[src/core/dops_pkg.sv]
// Purpose: Shared constants and types for the dual output PWM steering block
// Assumes: One 50 MHz clock, synchronous active-low reset
// Notes: Control levels are expressed in ramp counts, not volts
package dops_pkg;
  // Clock rate
  localparam int CLK_HZ = 50_000_000;
  // Ramp and control level width
  localparam int RAMP_W = 16;
  localparam int THR_W = RAMP_W + 1;
  // Shortest usable ramp period in counts
  localparam logic [RAMP_W-1:0] PERIOD_MIN = 16'h0002;
  // Built-in dead-time offset as a share of the ramp cycle
  localparam int DT_MIN_PCT = 4;
  localparam int PCT_FULL = 100;
  // Reset values
  localparam logic [RAMP_W-1:0] RAMP_RST = 16'h0000;
  localparam logic STEER_RST = 1'b0;
  localparam logic DRIVE_RST = 1'b0;
  localparam logic [2:0] SYNC_RST = 3'h0;

  // Output mode, as selected by the mode pin
  typedef enum logic {
    DOPS_SINGLE = 1'b0,
    DOPS_PUSH_PULL = 1'b1
  } dops_mode_e;

  // Least dead time in counts, rounded up, never below one count
  function automatic logic [RAMP_W-1:0] dops_dead_min(input logic [RAMP_W-1:0] period);
    logic [31:0] prod;
    prod = (32'(period) * 32'(DT_MIN_PCT) + 32'(PCT_FULL - 1)) / 32'(PCT_FULL);
    if (prod == 32'h0) begin
      prod = 32'h1;
    end
    return prod[RAMP_W-1:0];
  endfunction
endpackage

[src/core/dops_if.sv]
// Purpose: Carrier between the ramp counter and the modulator core
// Assumes: Both ends on the same clock
// Notes: Period flows to the ramp, ramp value and cycle start flow back
`timescale 1ns/100ps
interface dops_if;
  import dops_pkg::*;
  logic [RAMP_W-1:0] period; // Programmed ramp period in counts
  logic [RAMP_W-1:0] ramp; // Current sawtooth value
  logic cycle_start; // High while the ramp sits at zero (discharge)

  // Ramp generator end
  modport src (
    input period,
    output ramp,
    output cycle_start
  );

  // Modulator end
  modport use_side (
    output period,
    input ramp,
    input cycle_start
  );
endinterface

[src/core/dops_ramp.sv]
// Purpose: Free-running sawtooth counter with programmable period
// Assumes: Period comes from logic on the same clock
// Notes: A period below the minimum is treated as the minimum
`timescale 1ns/100ps
module dops_ramp
  import dops_pkg::*;
(
  input wire logic clk_i,
  input wire logic rst_n_i,
  dops_if.src ramp_if
);
  logic [RAMP_W-1:0] ramp; // Counter value
  logic [RAMP_W-1:0] next_ramp; // Next counter value
  logic [RAMP_W-1:0] last; // Top count of this period

  // Next ramp value, wraps at the top count
  always_comb begin
    if (ramp_if.period < PERIOD_MIN) begin
      last = PERIOD_MIN - 16'h0001;
    end else begin
      last = ramp_if.period - 16'h0001;
    end
    if (ramp >= last) begin
      // Wrap also catches a period shortened below the current value
      next_ramp = RAMP_RST;
    end else begin
      next_ramp = ramp + 16'h0001;
    end
  end

  // Ramp register
  always_ff @(posedge clk_i) begin
    if (!rst_n_i) begin
      ramp <= RAMP_RST;
    end else begin
      ramp <= next_ramp;
    end
  end

  assign ramp_if.ramp = ramp;
  assign ramp_if.cycle_start = (ramp == RAMP_RST);

  // Ramp always returns to zero after the top count
  a_ramp_wrap: assert property (@(posedge clk_i) disable iff (!rst_n_i)
    (ramp >= last && ramp_if.period == $past(ramp_if.period)) |=> ramp == RAMP_RST)
    else $error("Ramp did not wrap at the top count");
endmodule

[src/core/dops_top.sv]
// Purpose: Fixed-frequency PWM with dead-time and feedback compares and pulse steering
// Assumes: Levels and period come from logic on clk_i; the mode pin is asynchronous
// Notes: Outputs are registered, one clock behind the ramp compare
`timescale 1ns/100ps

// Notes on behaviour
// - Drives pass only while ramp exceeds levels
// - Higher control level gives linearly shorter pulse
// - Ramp compared with dead-time and feedback levels
// - Feedback inputs ORed, shortest on-time wins
// - Built-in dead time of first 4 percent
// - Duty limit 96 single, 48 push-pull
// - Dead-time level adds extra dead time
// - Single-ended: both drives same pulse each cycle
// - Push-pull: pulses alternate, half frequency
// - Discharge toggles steering in push-pull, forces drives off
// - Feedback range sweeps on-time to zero
// - Push-pull never pulses one output twice
module dops_top
  import dops_pkg::*;
(
  input wire logic clk_i,
  input wire logic rst_n_i,
  input wire logic [RAMP_W-1:0] period_i,
  input wire logic [RAMP_W-1:0] dead_level_i,
  input wire logic [RAMP_W-1:0] fb_a_i,
  input wire logic [RAMP_W-1:0] fb_b_i,
  input wire logic output_mode_i,
  output logic first_output_drive_o,
  output logic second_output_drive_o
);
  // Link to the ramp counter
  dops_if ramp_if ();

  // Ramp generator
  dops_ramp u_ramp (
    .clk_i(clk_i),
    .rst_n_i(rst_n_i),
    .ramp_if(ramp_if)
  );

  assign ramp_if.period = period_i;

  // Mode pin synchroniser, bit 0 is the first stage
  logic [2:0] mode_sync;
  logic [2:0] next_mode_sync;
  // Mode in force for the current ramp cycle
  dops_mode_e mode;
  dops_mode_e next_mode;

  // Shift the pin in; adopt a new mode only at a cycle start
  always_comb begin
    next_mode_sync = {mode_sync[1:0], output_mode_i};
    next_mode = mode;
    // Switching mid-cycle could hand one output two pulses in a row
    if (ramp_if.cycle_start && (mode_sync[1] == mode_sync[2])) begin
      next_mode = dops_mode_e'(mode_sync[2]);
    end
  end

  // Mode registers
  always_ff @(posedge clk_i) begin
    if (!rst_n_i) begin
      mode_sync <= SYNC_RST;
      mode <= DOPS_SINGLE;
    end else begin
      mode_sync <= next_mode_sync;
      mode <= next_mode;
    end
  end

  // Compare thresholds in ramp counts, one bit wider to avoid overflow
  logic [RAMP_W-1:0] dead_min; // Built-in dead time
  logic [THR_W-1:0] dead_thr; // Dead-time comparator threshold
  logic [THR_W-1:0] fb_thr; // ORed feedback level
  logic [THR_W-1:0] thr; // Governing threshold
  logic pulse; // Ramp above every control level

  // Threshold and compare
  always_comb begin
    // Offset fixes a minimum dead window even with zero dead-time level
    dead_min = dops_dead_min(period_i);
    dead_thr = {1'b0, dead_level_i} + {1'b0, dead_min};
    // The larger feedback level asks for less on-time, so it wins
    if (fb_a_i >= fb_b_i) begin
      fb_thr = {1'b0, fb_a_i};
    end else begin
      fb_thr = {1'b0, fb_b_i};
    end
    // Whichever level is higher governs the pulse
    if (dead_thr >= fb_thr) begin
      thr = dead_thr;
    end else begin
      thr = fb_thr;
    end
    // On-time is the part of the ramp above the threshold
    pulse = ({1'b0, ramp_if.ramp} > thr);
  end

  // Steering flip-flop
  logic steer; // Low selects the first output
  logic next_steer;

  // Toggle on each discharge; held clear in single-ended mode
  always_comb begin
    if (mode != DOPS_PUSH_PULL) begin
      next_steer = STEER_RST;
    end else if (ramp_if.cycle_start) begin
      next_steer = ~steer;
    end else begin
      next_steer = steer;
    end
  end

  // Steering register
  always_ff @(posedge clk_i) begin
    if (!rst_n_i) begin
      steer <= STEER_RST;
    end else begin
      steer <= next_steer;
    end
  end

  // Output drive values
  logic next_drv1;
  logic next_drv2;

  // Gate the pulse to the outputs; discharge keeps both off
  always_comb begin
    next_drv1 = DRIVE_RST;
    next_drv2 = DRIVE_RST;
    if (ramp_if.cycle_start) begin
      // Discharge window, both outputs inhibited
      next_drv1 = DRIVE_RST;
      next_drv2 = DRIVE_RST;
    end else if (mode == DOPS_SINGLE) begin
      // Same pulse on both outputs every cycle, 96 percent ceiling
      next_drv1 = pulse;
      next_drv2 = pulse;
    end else begin
      // One output per cycle, so each stays under 48 percent
      next_drv1 = pulse & ~steer;
      next_drv2 = pulse & steer;
    end
  end

  // Output registers
  always_ff @(posedge clk_i) begin
    if (!rst_n_i) begin
      first_output_drive_o <= DRIVE_RST;
      second_output_drive_o <= DRIVE_RST;
    end else begin
      first_output_drive_o <= next_drv1;
      second_output_drive_o <= next_drv2;
    end
  end

  // Helper for checking: which output pulsed last in push-pull
  logic last_was_first;
  logic next_last_was_first;

  // Remember the most recent output to pulse
  always_comb begin
    next_last_was_first = last_was_first;
    if (mode != DOPS_PUSH_PULL) begin
      // Steering restarts on the first output, so single-ended history is void
      next_last_was_first = 1'b0;
    end else if (next_drv1 && !first_output_drive_o) begin
      next_last_was_first = 1'b1;
    end else if (next_drv2 && !second_output_drive_o) begin
      next_last_was_first = 1'b0;
    end
  end

  // Helper register
  always_ff @(posedge clk_i) begin
    if (!rst_n_i) begin
      last_was_first <= 1'b0;
    end else begin
      last_was_first <= next_last_was_first;
    end
  end

  // Drives stay low while the ramp is at or below the governing level
  a_below_level_off: assert property (@(posedge clk_i) disable iff (!rst_n_i)
    ({1'b0, ramp_if.ramp} <= thr) |=> !first_output_drive_o && !second_output_drive_o)
    else $error("Drive active with ramp not above the control level");

  // Built-in dead window holds the drives off
  a_dead_min_off: assert property (@(posedge clk_i) disable iff (!rst_n_i)
    (ramp_if.ramp < dops_dead_min(period_i))
    |=> !first_output_drive_o && !second_output_drive_o)
    else $error("Drive active inside the minimum dead time");

  // Dead-time level alone also forces the drives off
  a_dead_level_off: assert property (@(posedge clk_i) disable iff (!rst_n_i)
    (ramp_if.ramp <= dead_level_i) |=> !first_output_drive_o && !second_output_drive_o)
    else $error("Drive active below the dead-time level");

  // Larger feedback level governs
  a_fb_or_off: assert property (@(posedge clk_i) disable iff (!rst_n_i)
    (ramp_if.ramp <= fb_a_i || ramp_if.ramp <= fb_b_i)
    |=> !first_output_drive_o && !second_output_drive_o)
    else $error("Drive active below a feedback level");

  // Single-ended: both drives follow the compare
  a_single_both_on: assert property (@(posedge clk_i) disable iff (!rst_n_i)
    (mode == DOPS_SINGLE && pulse && !ramp_if.cycle_start)
    |=> first_output_drive_o && second_output_drive_o)
    else $error("Single-ended drives did not both pulse");

  // Push-pull: never both drives at once
  a_pp_exclusive: assert property (@(posedge clk_i) disable iff (!rst_n_i)
    (mode == DOPS_PUSH_PULL) |=> !(first_output_drive_o && second_output_drive_o))
    else $error("Both drives active in push-pull");

  // Discharge toggles the steering flop
  a_steer_toggle: assert property (@(posedge clk_i) disable iff (!rst_n_i)
    (mode == DOPS_PUSH_PULL && ramp_if.cycle_start) |=> steer != $past(steer))
    else $error("Steering did not toggle on discharge");

  // First output never pulsed twice in a row in push-pull
  a_no_double_pulse: assert property (@(posedge clk_i) disable iff (!rst_n_i)
    (mode == DOPS_PUSH_PULL && $rose(first_output_drive_o)) |-> !$past(last_was_first))
    else $error("First output pulsed twice in a row");

  // Drives and steering come out of reset cleared
  a_reset_clear: assert property (@(posedge clk_i) disable iff (!rst_n_i)
    $rose(rst_n_i) |-> !first_output_drive_o && !second_output_drive_o && !steer)
    else $error("State not cleared by reset");

  // Main scenarios
  c_single_pulse: cover property (@(posedge clk_i) disable iff (!rst_n_i)
    mode == DOPS_SINGLE && first_output_drive_o && second_output_drive_o);
  c_pp_first: cover property (@(posedge clk_i) disable iff (!rst_n_i)
    mode == DOPS_PUSH_PULL && $rose(first_output_drive_o));
  c_pp_second: cover property (@(posedge clk_i) disable iff (!rst_n_i)
    mode == DOPS_PUSH_PULL && $rose(second_output_drive_o));
  c_fb_governs: cover property (@(posedge clk_i) disable iff (!rst_n_i)
    fb_thr > dead_thr && pulse);
endmodule

[config.mk]
export PLATFORM = sky130hd
export DESIGN_NAME = dops_top
export DESIGN_NICKNAME = d
export VERILOG_FILES = /design/src/core/dops_pkg.sv /design/src/core/dops_if.sv /design/src/core/dops_ramp.sv /design/src/core/dops_top.sv
export SDC_FILE = /design/constraint.sdc
export NUM_CORES = 1
export LEC_CHECK = 0
export ABC_CLOCK_PERIOD_IN_PS = 33800
export BUFFER_PORTS_ARGS = -buffer_cell sky130_fd_sc_hd__buf_4
export CAP_MARGIN = 5
export CORE_MARGIN = 10
export CORE_UTILIZATION = 45
export DETAILED_ROUTE_END_ITERATION = 7
export GPL_TIMING_DRIVEN = 0
export PLACE_DENSITY = 0.67
export RECOVER_POWER = 100
export SYNTH_ARGS = -nofsm -noshare
export SYNTH_HDL_FRONTEND = slang
export SYNTH_SLANG_ARGS = --single-unit
[constraint.sdc]
create_clock -name clk_i -period 33.8 [get_ports clk_i]
set_input_delay 1.69 -clock clk_i [delete_from_list [all_inputs] [get_ports clk_i]]
set_output_delay 1.69 -clock clk_i [all_outputs]
set_load 0.01 [all_outputs]
==> flow_summary.toml, run 1 <==
[run_status]
status = "completed"

[yosys]
ys_top_cells_by_count = "108 x nor2_1, 95 x nand2_1, 91 x a21oi_1, 86 x ha_1, 63 x xnor2_1"
synth_area_mm2 = 0.00925
yosys.area.top_type = "ha_1"
syn_inst = 1258
ys_warn_count = 0
synth_edf_count = 0
synthFlopType = "dfxtp_1"
yosysTopAreaCellShare = 0.116
synth_fp_nets = 1412
ys_ff_latch = 23
ys_top_cells_by_area = "ha_1 12%, xnor2_1 6.0%, dfxtp_1 5.0%, a21oi_1 4.9%, nor2_1 4.4%"
async_flop_share = 0
ys_seq_area_frac = 0.0498
synth.most_common_cell = "nor2_1"
avgSynthCellArea_um2 = 7.36
synth_cell_type_count = 129

[critical_path]
cp-end-kind = "register"
cp.arrival_ns = 22.42
cp_slowest_cell = "nor4_1"
cp-start-kind = "input pin"
worstSetupPathType = "input pin to register"
cp.required_ns = 33.95
path_common_cell = "a21oi_1"
crit_fanout = 10
critPathMaxStageDelay_ns = 0.88

[sta]
rsz0062_at_grt = "false"
worst_slew_pin_slew_ns = 1.27
fin_tns_setup_ns = 0
clock_skew_ns = 0.00333
min_period_over_period = 0.659
clock.fmax_mhz = 44.9
setup_viol = 0
finalCriticalPeriod_ns = 22.27
maxSlewHeadroom = 0.149
setup_ws_ns = 11.53
hold_viol_final = 0
fin_worst_hold_slack_ns = 0.445
maxSlewViolCount = 0

[detailed_routing]
avgViaCountPerCell = 6.25
vias = 9936
drtPass1Iterations = 5
routed_wl_mm = 27.8
drtIter0Drc = 830
post-route-drc-count = 0
detail_route.wl_per_cell_um = 17.4
final_antenna_net_count = 0

[min_path]
hold_path.class = "register to register"

[finish]
fill_cells = 2003
drive_above_1_share = 0.145
multi_input_area_mm2 = 0.00829
final_nets = 1476
design_area_mm2 = 0.0101
seq_area_um2 = 460
fin_cells = 1591
area_growth_pct = 8.94
antennaDiodeCount = 0

[floorplan]
die-area_mm2 = 0.0267
start_util = 0.457
std_cell_rows = 52
boundaryPins = 69
coreArea_mm2 = 0.0202
die_w_um = 163
dieHeight_um = 163

[global_route]
gr-usage-all-layers = 0.198
first_global_vias = 9124
grt_util_met3 = 0.0176
overflow = 0
met1_usage = 0.271
use_met2 = 0.332
antenna_found_initial = 0
grt_max_degree = 15
grt_pass1_wl_mm = 45.5
top_usage_layer = "met2"

[placed_design]
dpl_worst_slack_ns = 12.86
port_buffers = 59
place_area_mm2 = 0.0100
place_hpwl_mm = 22.9
dp_cells = 1587
gp_congestion = 0.955

[clock_tree]
numCtsBuffers = 3
cts_max_level = 1
cts_repair_resize_count = 0
clock-root-buffer = "clkbuf_16"
clk_path_buf_depth = 2
post_cts_buffers = 0
ctsHoldBuffers = 0
clock_latency_ns = 0.26
path_clk_slew_ns = 0.06
cts_sinks = 23
cts_tree = "built"

[job]
maxCapViolations = 0

[pwr]
irDropWorstVdd_mv = 0.0780
power_density_mw_per_mm2 = 123
leakage_nw = 4.06
## cell type report
cell class / instances / area share
Buffer: 48 / 0.0272
Clock buffer: 3 / 0.00745
Clock inverter: 1 / 0.000745
Inverter: 54 / 0.0204
Multi-Input combinational cell: 1133 / 0.823
Sequential cell: 23 / 0.0457
Tap cell: 270 / 0.0335
Timing Repair Buffer: 59 / 0.0424
## logic make-up after synthesis
family / after synthesis / share of synthesized area
AO/OA/AOI/OAI: 412 / 0.339
XOR/XNOR: 97 / 0.0986
adder cells (fa/ha/maj): 87 / 0.118
buffers and inverters: 102 / 0.0526
flip-flops: 23 / 0.0498
multiplexers: 40 / 0.0468
AND/OR/NAND/NOR: 497 / 0.294
## power by group
part	total, mW	internal (mW)	switching (mW)	leakage (nW)
Clock	0.0260	0.0160	0.00998	0.0371
Combinational	1.18	0.490	0.695	3.83
Sequential	0.0282	0.0276	0.000598	0.186
## path summary, 6_finish.rpt
kind                                        endpoint                         startpoint  cells past startpoint  slack [ns]
hold / removal               mode_sync[1]$_SDFF_PN0_            mode_sync[0]$_SDFF_PN0_                      1        0.45
setup reg to reg  u_ramp.ramp_if.ramp[11]$_SDFF_PP0_  u_ramp.ramp_if.ramp[0]$_SDFF_PP0_                     25       30.09
setup / recovery    second_output_drive_o$_SDFF_PP0_                        period_i[3]                     87       11.53
hold reg to reg              mode_sync[1]$_SDFF_PN0_            mode_sync[0]$_SDFF_PN0_                      1        0.45
## layer usage
metal,share of wire,wire (um)
met4,0.015,415
met3,0.050,1400
met5,0,0
met1,0.48,13300
met2,0.46,12600
## registers in the layout, summed over array words and instances, names as in the netlist
register / flops
u_ramp.ramp_if.ramp: 16
second_output_drive_o: 1
mode: 1
mode_sync: 3
steer: 1
first_output_drive_o: 1
## critical path: cells and delay by family
kind / cells / cell delay [ns]
AO/OA/AOI/OAI: 47 / 10.99
XOR/XNOR: 2 / 0.86
adder cells (fa/ha/maj): 5 / 1.52
buffers and inverters: 10 / 2.54
multiplexers: 2 / 0.53
AND/OR/NAND/NOR: 21 / 4.29
## placed cells by master, fill, tap and decap left out, types with 14 or more instances in the layout
master    synthesis  layout
a211oi_1         20      20
a21o_1           20      20
a21oi_1          91      91
a31oi_1          14      14
and2_1           16      14
and3_1           23      23
buf_4            12      65
clkbuf_1         16      22
dfxtp_1          23      23
ha_1             86      86
inv_1            46      46
mux2i_1          31      31
nand2_1          95      95
nand2b_1         31      31
nand3_1          45      45
nand4_1          25      25
nor2_1          108     108
nor2b_1          25      25
nor3_1           37      37
nor4_1           17      18
o211ai_1         14      14
o21ai_0          58      58
xnor2_1          63      63
xor2_1           28      29
## through the flow
stage	util	total power, mW
after floorplan	-	0.979
after global placement	0.496	1.18
after detailed placement	0.496	1.20
after CTS	0.500	1.23
after global routing	0.498	1.37
final	0.498	1.24
(Power assumes the default switching activity.)
==> run 2, diff against run 1 <==
--- a/config.mk
+++ b/config.mk
@@ -5,14 +5,14 @@
 export SDC_FILE = /design/constraint.sdc
 export NUM_CORES = 1
 export LEC_CHECK = 0
-export ABC_CLOCK_PERIOD_IN_PS = 33800
+export ABC_CLOCK_PERIOD_IN_PS = 17850
 export BUFFER_PORTS_ARGS = -buffer_cell sky130_fd_sc_hd__buf_4
 export CAP_MARGIN = 5
 export CORE_MARGIN = 10
 export CORE_UTILIZATION = 45
 export DETAILED_ROUTE_END_ITERATION = 7
 export GPL_TIMING_DRIVEN = 0
-export PLACE_DENSITY = 0.67
+export PLACE_DENSITY = 0.69
 export RECOVER_POWER = 100
 export SYNTH_ARGS = -nofsm -noshare
 export SYNTH_HDL_FRONTEND = slang
==> constraint.sdc (replaced) <==
create_clock -name clk_i -period 17.85 [get_ports clk_i]
set_input_delay 0.8925 -clock clk_i [delete_from_list [all_inputs] [get_ports clk_i]]
set_output_delay 0.8925 -clock clk_i [all_outputs]
set_load 0.01 [all_outputs]
==> flow_summary.toml, run 2 (synthesis results as in run 1) <==
[clock_tree]
path_clk_slew_ns = 0.06
clk_path_buf_depth = 2
clock_latency_ns = 0.26
cts_max_level = 1
clock-root-buffer = "clkbuf_16"
numCtsBuffers = 3
cts_sinks = 23
cts_tree = "built"

[finish]
layout_common_cells = "176 x buf_4, 94 x nor2_1, 88 x nand2_1"
reg.largest.list = "u_ramp.ramp_if.ramp x16, mode_sync x3"
antennaDiodeCount = 0
final_nets = 1598
fin_cells = 1713
largest_register_ffs = 16
area_growth_pct = 38.0
largest-register = "u_ramp.ramp_if.ramp"
layout_commonest_cell = "buf_4"
multi_input_area_mm2 = 0.00988
seq_area_um2 = 460
drive_above_1_share = 0.344
final_util = 0.631
fill_cells = 1652

[placed_design]
gp_congestion = 0.928
place_hpwl_mm = 22.9
port_buffers = 59
dpl_worst_slack_ns = -2.35
dp_cells = 1587

[sta]
fin_worst_hold_slack_ns = 0.445
min_period_over_period = 0.969
setup_viol = 0
hold_viol_final = 0
maxSlewHeadroom = 0.349
maxSlewViolCount = 0
finalCriticalPeriod_ns = 17.30
setup_ws_ns = 0.553
clock.fmax_mhz = 57.8
worst_slew_pin_slew_ns = 0.977
clock_skew_ns = 0.00182

[floorplan]
boundaryPins = 69
die-area_mm2 = 0.0267
coreArea_mm2 = 0.0202
std_cell_rows = 52
dieHeight_um = 163
die_w_um = 163
start_util = 0.457

[critical_path]
cp_slowest_cell = "or4_4"
cp.arrival_ns = 17.44
critPathBufInv = 14
crit_fanout = 9
cp.required_ns = 18.00
critPathMaxStageDelay_ns = 0.53
worstSetupPathType = "input pin to register"
cp-start-kind = "input pin"
cp-end-kind = "register"
crit_family = "compound AO/OA/AOI/OAI gates"
path_common_cell = "a21oi_2"

[min_path]
hold_path.class = "register to register"

[global_route]
overflow = 0
grt_max_degree = 15
grt_pass1_wl_mm = 47.5
gr-usage-all-layers = 0.206
antenna_found_initial = 0
first_global_vias = 9512

[job]
maxCapViolations = 0

[detailed_routing]
drtPass1Iterations = 7
met3_length_mm = 1.81
final_antenna_net_count = 0
highest_layer = "met4"
wl_met1_mm = 14.2
vias = 10900
post-route-drc-count = 0
routed_wl_mm = 32.7
avgViaCountPerCell = 6.35
drtIter0Drc = 848
detail_route.wl_per_cell_um = 19.1
wl_met2_mm = 16.1

[run_status]
status = "completed"
[run 2: path summary, 6_finish.rpt]
kind / slack [ns] / end / cells after the start / from
hold reg to reg: 0.44 / mode_sync[1]$_SDFF_PN0_ / 1 / mode_sync[0]$_SDFF_PN0_
hold / removal: 0.44 / mode_sync[1]$_SDFF_PN0_ / 1 / mode_sync[0]$_SDFF_PN0_
setup reg to reg: 14.05 / u_ramp.ramp_if.ramp[11]$_SDFF_PP0_ / 25 / u_ramp.ramp_if.ramp[0]$_SDFF_PP0_
setup / recovery: 0.55 / first_output_drive_o$_SDFF_PP0_ / 91 / period_i[3]
[run 2: stage by stage]
stage / TNS, ns / cell area, um^2
floorplan: 0 / 9250
global placement: -4.63 / 10000
detailed placement: -4.69 / 10000
CTS: 0 / 10900
global route: -0.469 / 12800
finish: 0 / 12800
[run 2: final cells by class]
type	instances	area share
buffer	47	0.0292
clock buffer	3	0.00588
clock inverter	1	0.000588
inverter	54	0.0182
multi-input combinational	1133	0.773
sequential	23	0.0361
tap	270	0.0264
timing repair buffer	182	0.110
[run 2: worst register-to-register path, cell delays in order (launching register included)]
cell and delay, ns:
dfxtp_1 0.40, inv_1 0.12, ha_1 0.29, nand2b_1 0.13, a21oi_1 0.14, nor2b_1 0.05
o21ai_0 0.14, nand2b_1 0.08, a21oi_1 0.15, nor2b_1 0.06, o21ai_0 0.16, nand2b_1 0.08
a21oi_1 0.16, nor2b_1 0.06, o21ai_0 0.14, nand2b_1 0.07, a21oi_1 0.14, nor2b_1 0.05
o21ai_0 0.15, nand2b_1 0.07, a21oi_1 0.14, nor2b_1 0.05, o21ai_0 0.17, nand3b_1 0.27
clkbuf_1 0.32, nor2_1 0.15
[run 2: timing repair]
action,in CTS,in global routing
buffers inserted,30,90
gates cloned,0,4
pin swaps,26,117
hold buffers,0,0
endpoints found under the setup margin,2,2
gates resized for setup,99,240
[run 2: layer usage]
metal | up-vias | track usage
li1 | 5181 | -
met1 | 5161 | 0.279
met2 | 466 | 0.353
met3 | 63 | 0.0181
met4 | 0 | 0.0328
met5 | - | 0
Power of run 2 is left out: the tool's default activity adds up to more than one toggle a clock period on the data nets, which glitch-free logic cannot reach.
==> run 3, diff against run 2 <==
--- a/config.mk
+++ b/config.mk
@@ -12,7 +12,7 @@
 export CORE_UTILIZATION = 45
 export DETAILED_ROUTE_END_ITERATION = 7
 export GPL_TIMING_DRIVEN = 0
-export PLACE_DENSITY = 0.69
+export PLACE_DENSITY = 0.65
 export RECOVER_POWER = 100
 export SYNTH_ARGS = -nofsm -noshare
 export SYNTH_HDL_FRONTEND = slang
==> flow_summary.toml, run 3 (synthesis results as in run 1) <==
[detailed_routing]
drtIter0Drc = 1000
drtPass1Iterations = 5
final_antenna_net_count = 0
post-route-drc-count = 0
detail_route.wl_per_cell_um = 19.1
avgViaCountPerCell = 6.35
vias = 10700
routed_wl_mm = 32.1

[critical_path]
critPathMaxStageDelay_ns = 0.53
cp-start-kind = "input pin"
cp_slowest_cell = "or4_4"
worstSetupPathType = "input pin to register"
cp.depth = 87
critPathBufInv = 9
crit_fanout = 10
path_common_cell = "a21oi_2"
cp.arrival_ns = 17.52
ff2ff_path_depth = 25
cp-end-kind = "register"
cp.required_ns = 17.99
crit_family = "compound AO/OA/AOI/OAI gates"

[clock_tree]
clock-root-buffer = "clkbuf_16"
cts_tree = "built"
clock_latency_ns = 0.25
clk_path_buf_depth = 2
path_clk_slew_ns = 0.06
ctsHoldBuffers = 0
numCtsBuffers = 3
cts_max_level = 1
cts_sinks = 23

[floorplan]
std_cell_rows = 52
start_util = 0.457
boundaryPins = 69
coreArea_mm2 = 0.0202
die-area_mm2 = 0.0267
die_w_um = 163
dieHeight_um = 163

[finish]
largest_register_ffs = 16
final_nets = 1572
largest-register = "u_ramp.ramp_if.ramp"
area_growth_pct = 34.2
final_util = 0.614
reg.largest.list = "u_ramp.ramp_if.ramp x16, mode_sync x3"
layout_common_cells = "152 x buf_4, 98 x nor2_1, 90 x nand2_1"
antennaDiodeCount = 0
layout_commonest_cell = "buf_4"
drive_above_1_share = 0.311
design_area_mm2 = 0.0124

[sta]
clock.fmax_mhz = 57.6
maxSlewViolCount = 0
maxSlewHeadroom = 0.304
min_period_over_period = 0.973
rsz0062_at_grt = "true"
hold_viol_final = 0
worst_slew_pin_slew_ns = 1.04
setup_viol = 0
finalCriticalPeriod_ns = 17.37
clock_skew_ns = 0.00227

[placed_design]
gp_congestion = 0.934
place_area_mm2 = 0.0100
place_hpwl_mm = 22.9
port_buffers = 59

[global_route]
gr-usage-all-layers = 0.208
first_global_vias = 9485
grt_pass1_wl_mm = 48.0
overflow = 0
antenna_found_initial = 1
grt_max_degree = 14

[min_path]
hold_path.class = "register to register"
holdPathStages = 1

[run_status]
status = "completed"

[job]
maxCapViolations = 0
[run 3: cell count changes in the layout (fill, tap and decap cells not counted), sizes merged]
cell and change:
clkinvlp -1, clkinv +1, clkbuf +3, xor2 +1, buf -30
[run 3: what timing repair did]
action                                  4_1_cts  5_1_grt
endpoints found under the setup margin        2        2
gates cloned                                  1        2
buffers inserted                             27       67
pin swaps                                    24       92
resized for setup                            92      192
[run 3: area by class of cell]
type | instances | area [um^2]
multi-input cells | 1134 | 9700
fillers | 1753 | 7820
repair buffers | 155 | 1250
flip-flops and latches | 23 | 460
plain buffers | 47 | 358
well taps | 270 | 338
inverters | 54 | 230
clock buffers | 3 | 75.1
clock inverters | 1 | 5.00
[run 3: worst paths after layout]
check                                       to  slack, ns                               from
max           second_output_drive_o$_SDFF_PP0_       0.48                        period_i[3]
min                    mode_sync[1]$_SDFF_PN0_       0.43            mode_sync[0]$_SDFF_PN0_
min reg2reg            mode_sync[1]$_SDFF_PN0_       0.43            mode_sync[0]$_SDFF_PN0_
max reg2reg  u_ramp.ramp_if.ramp[5]$_SDFF_PP0_      14.15  u_ramp.ramp_if.ramp[0]$_SDFF_PP0_
[run 3: per-stage QoR]
stage                     std cells  setup TNS (ns)  worst slack (ns)  hold WS (ns)
final                          1687               0             0.476         0.433
after global routing           1687          -0.578            -0.292         0.446
after CTS                      1618               0            0.0239         0.434
after detailed placement       1587           -4.45             -2.23         0.420
after global placement         1587           -4.33             -2.17         0.413
after floorplan                1258               0             0.657         0.412
[run 3: routing by layer]
metal  vias up  wire length (um)  global-route usage
met4         2               763              0.0385
met1      5063             14300               0.283
met5         -                13                   0
met2       451             15100               0.349
li1       5124                 -                   -
met3        72              1910              0.0209
Power of run 3 is left out for the same reason.
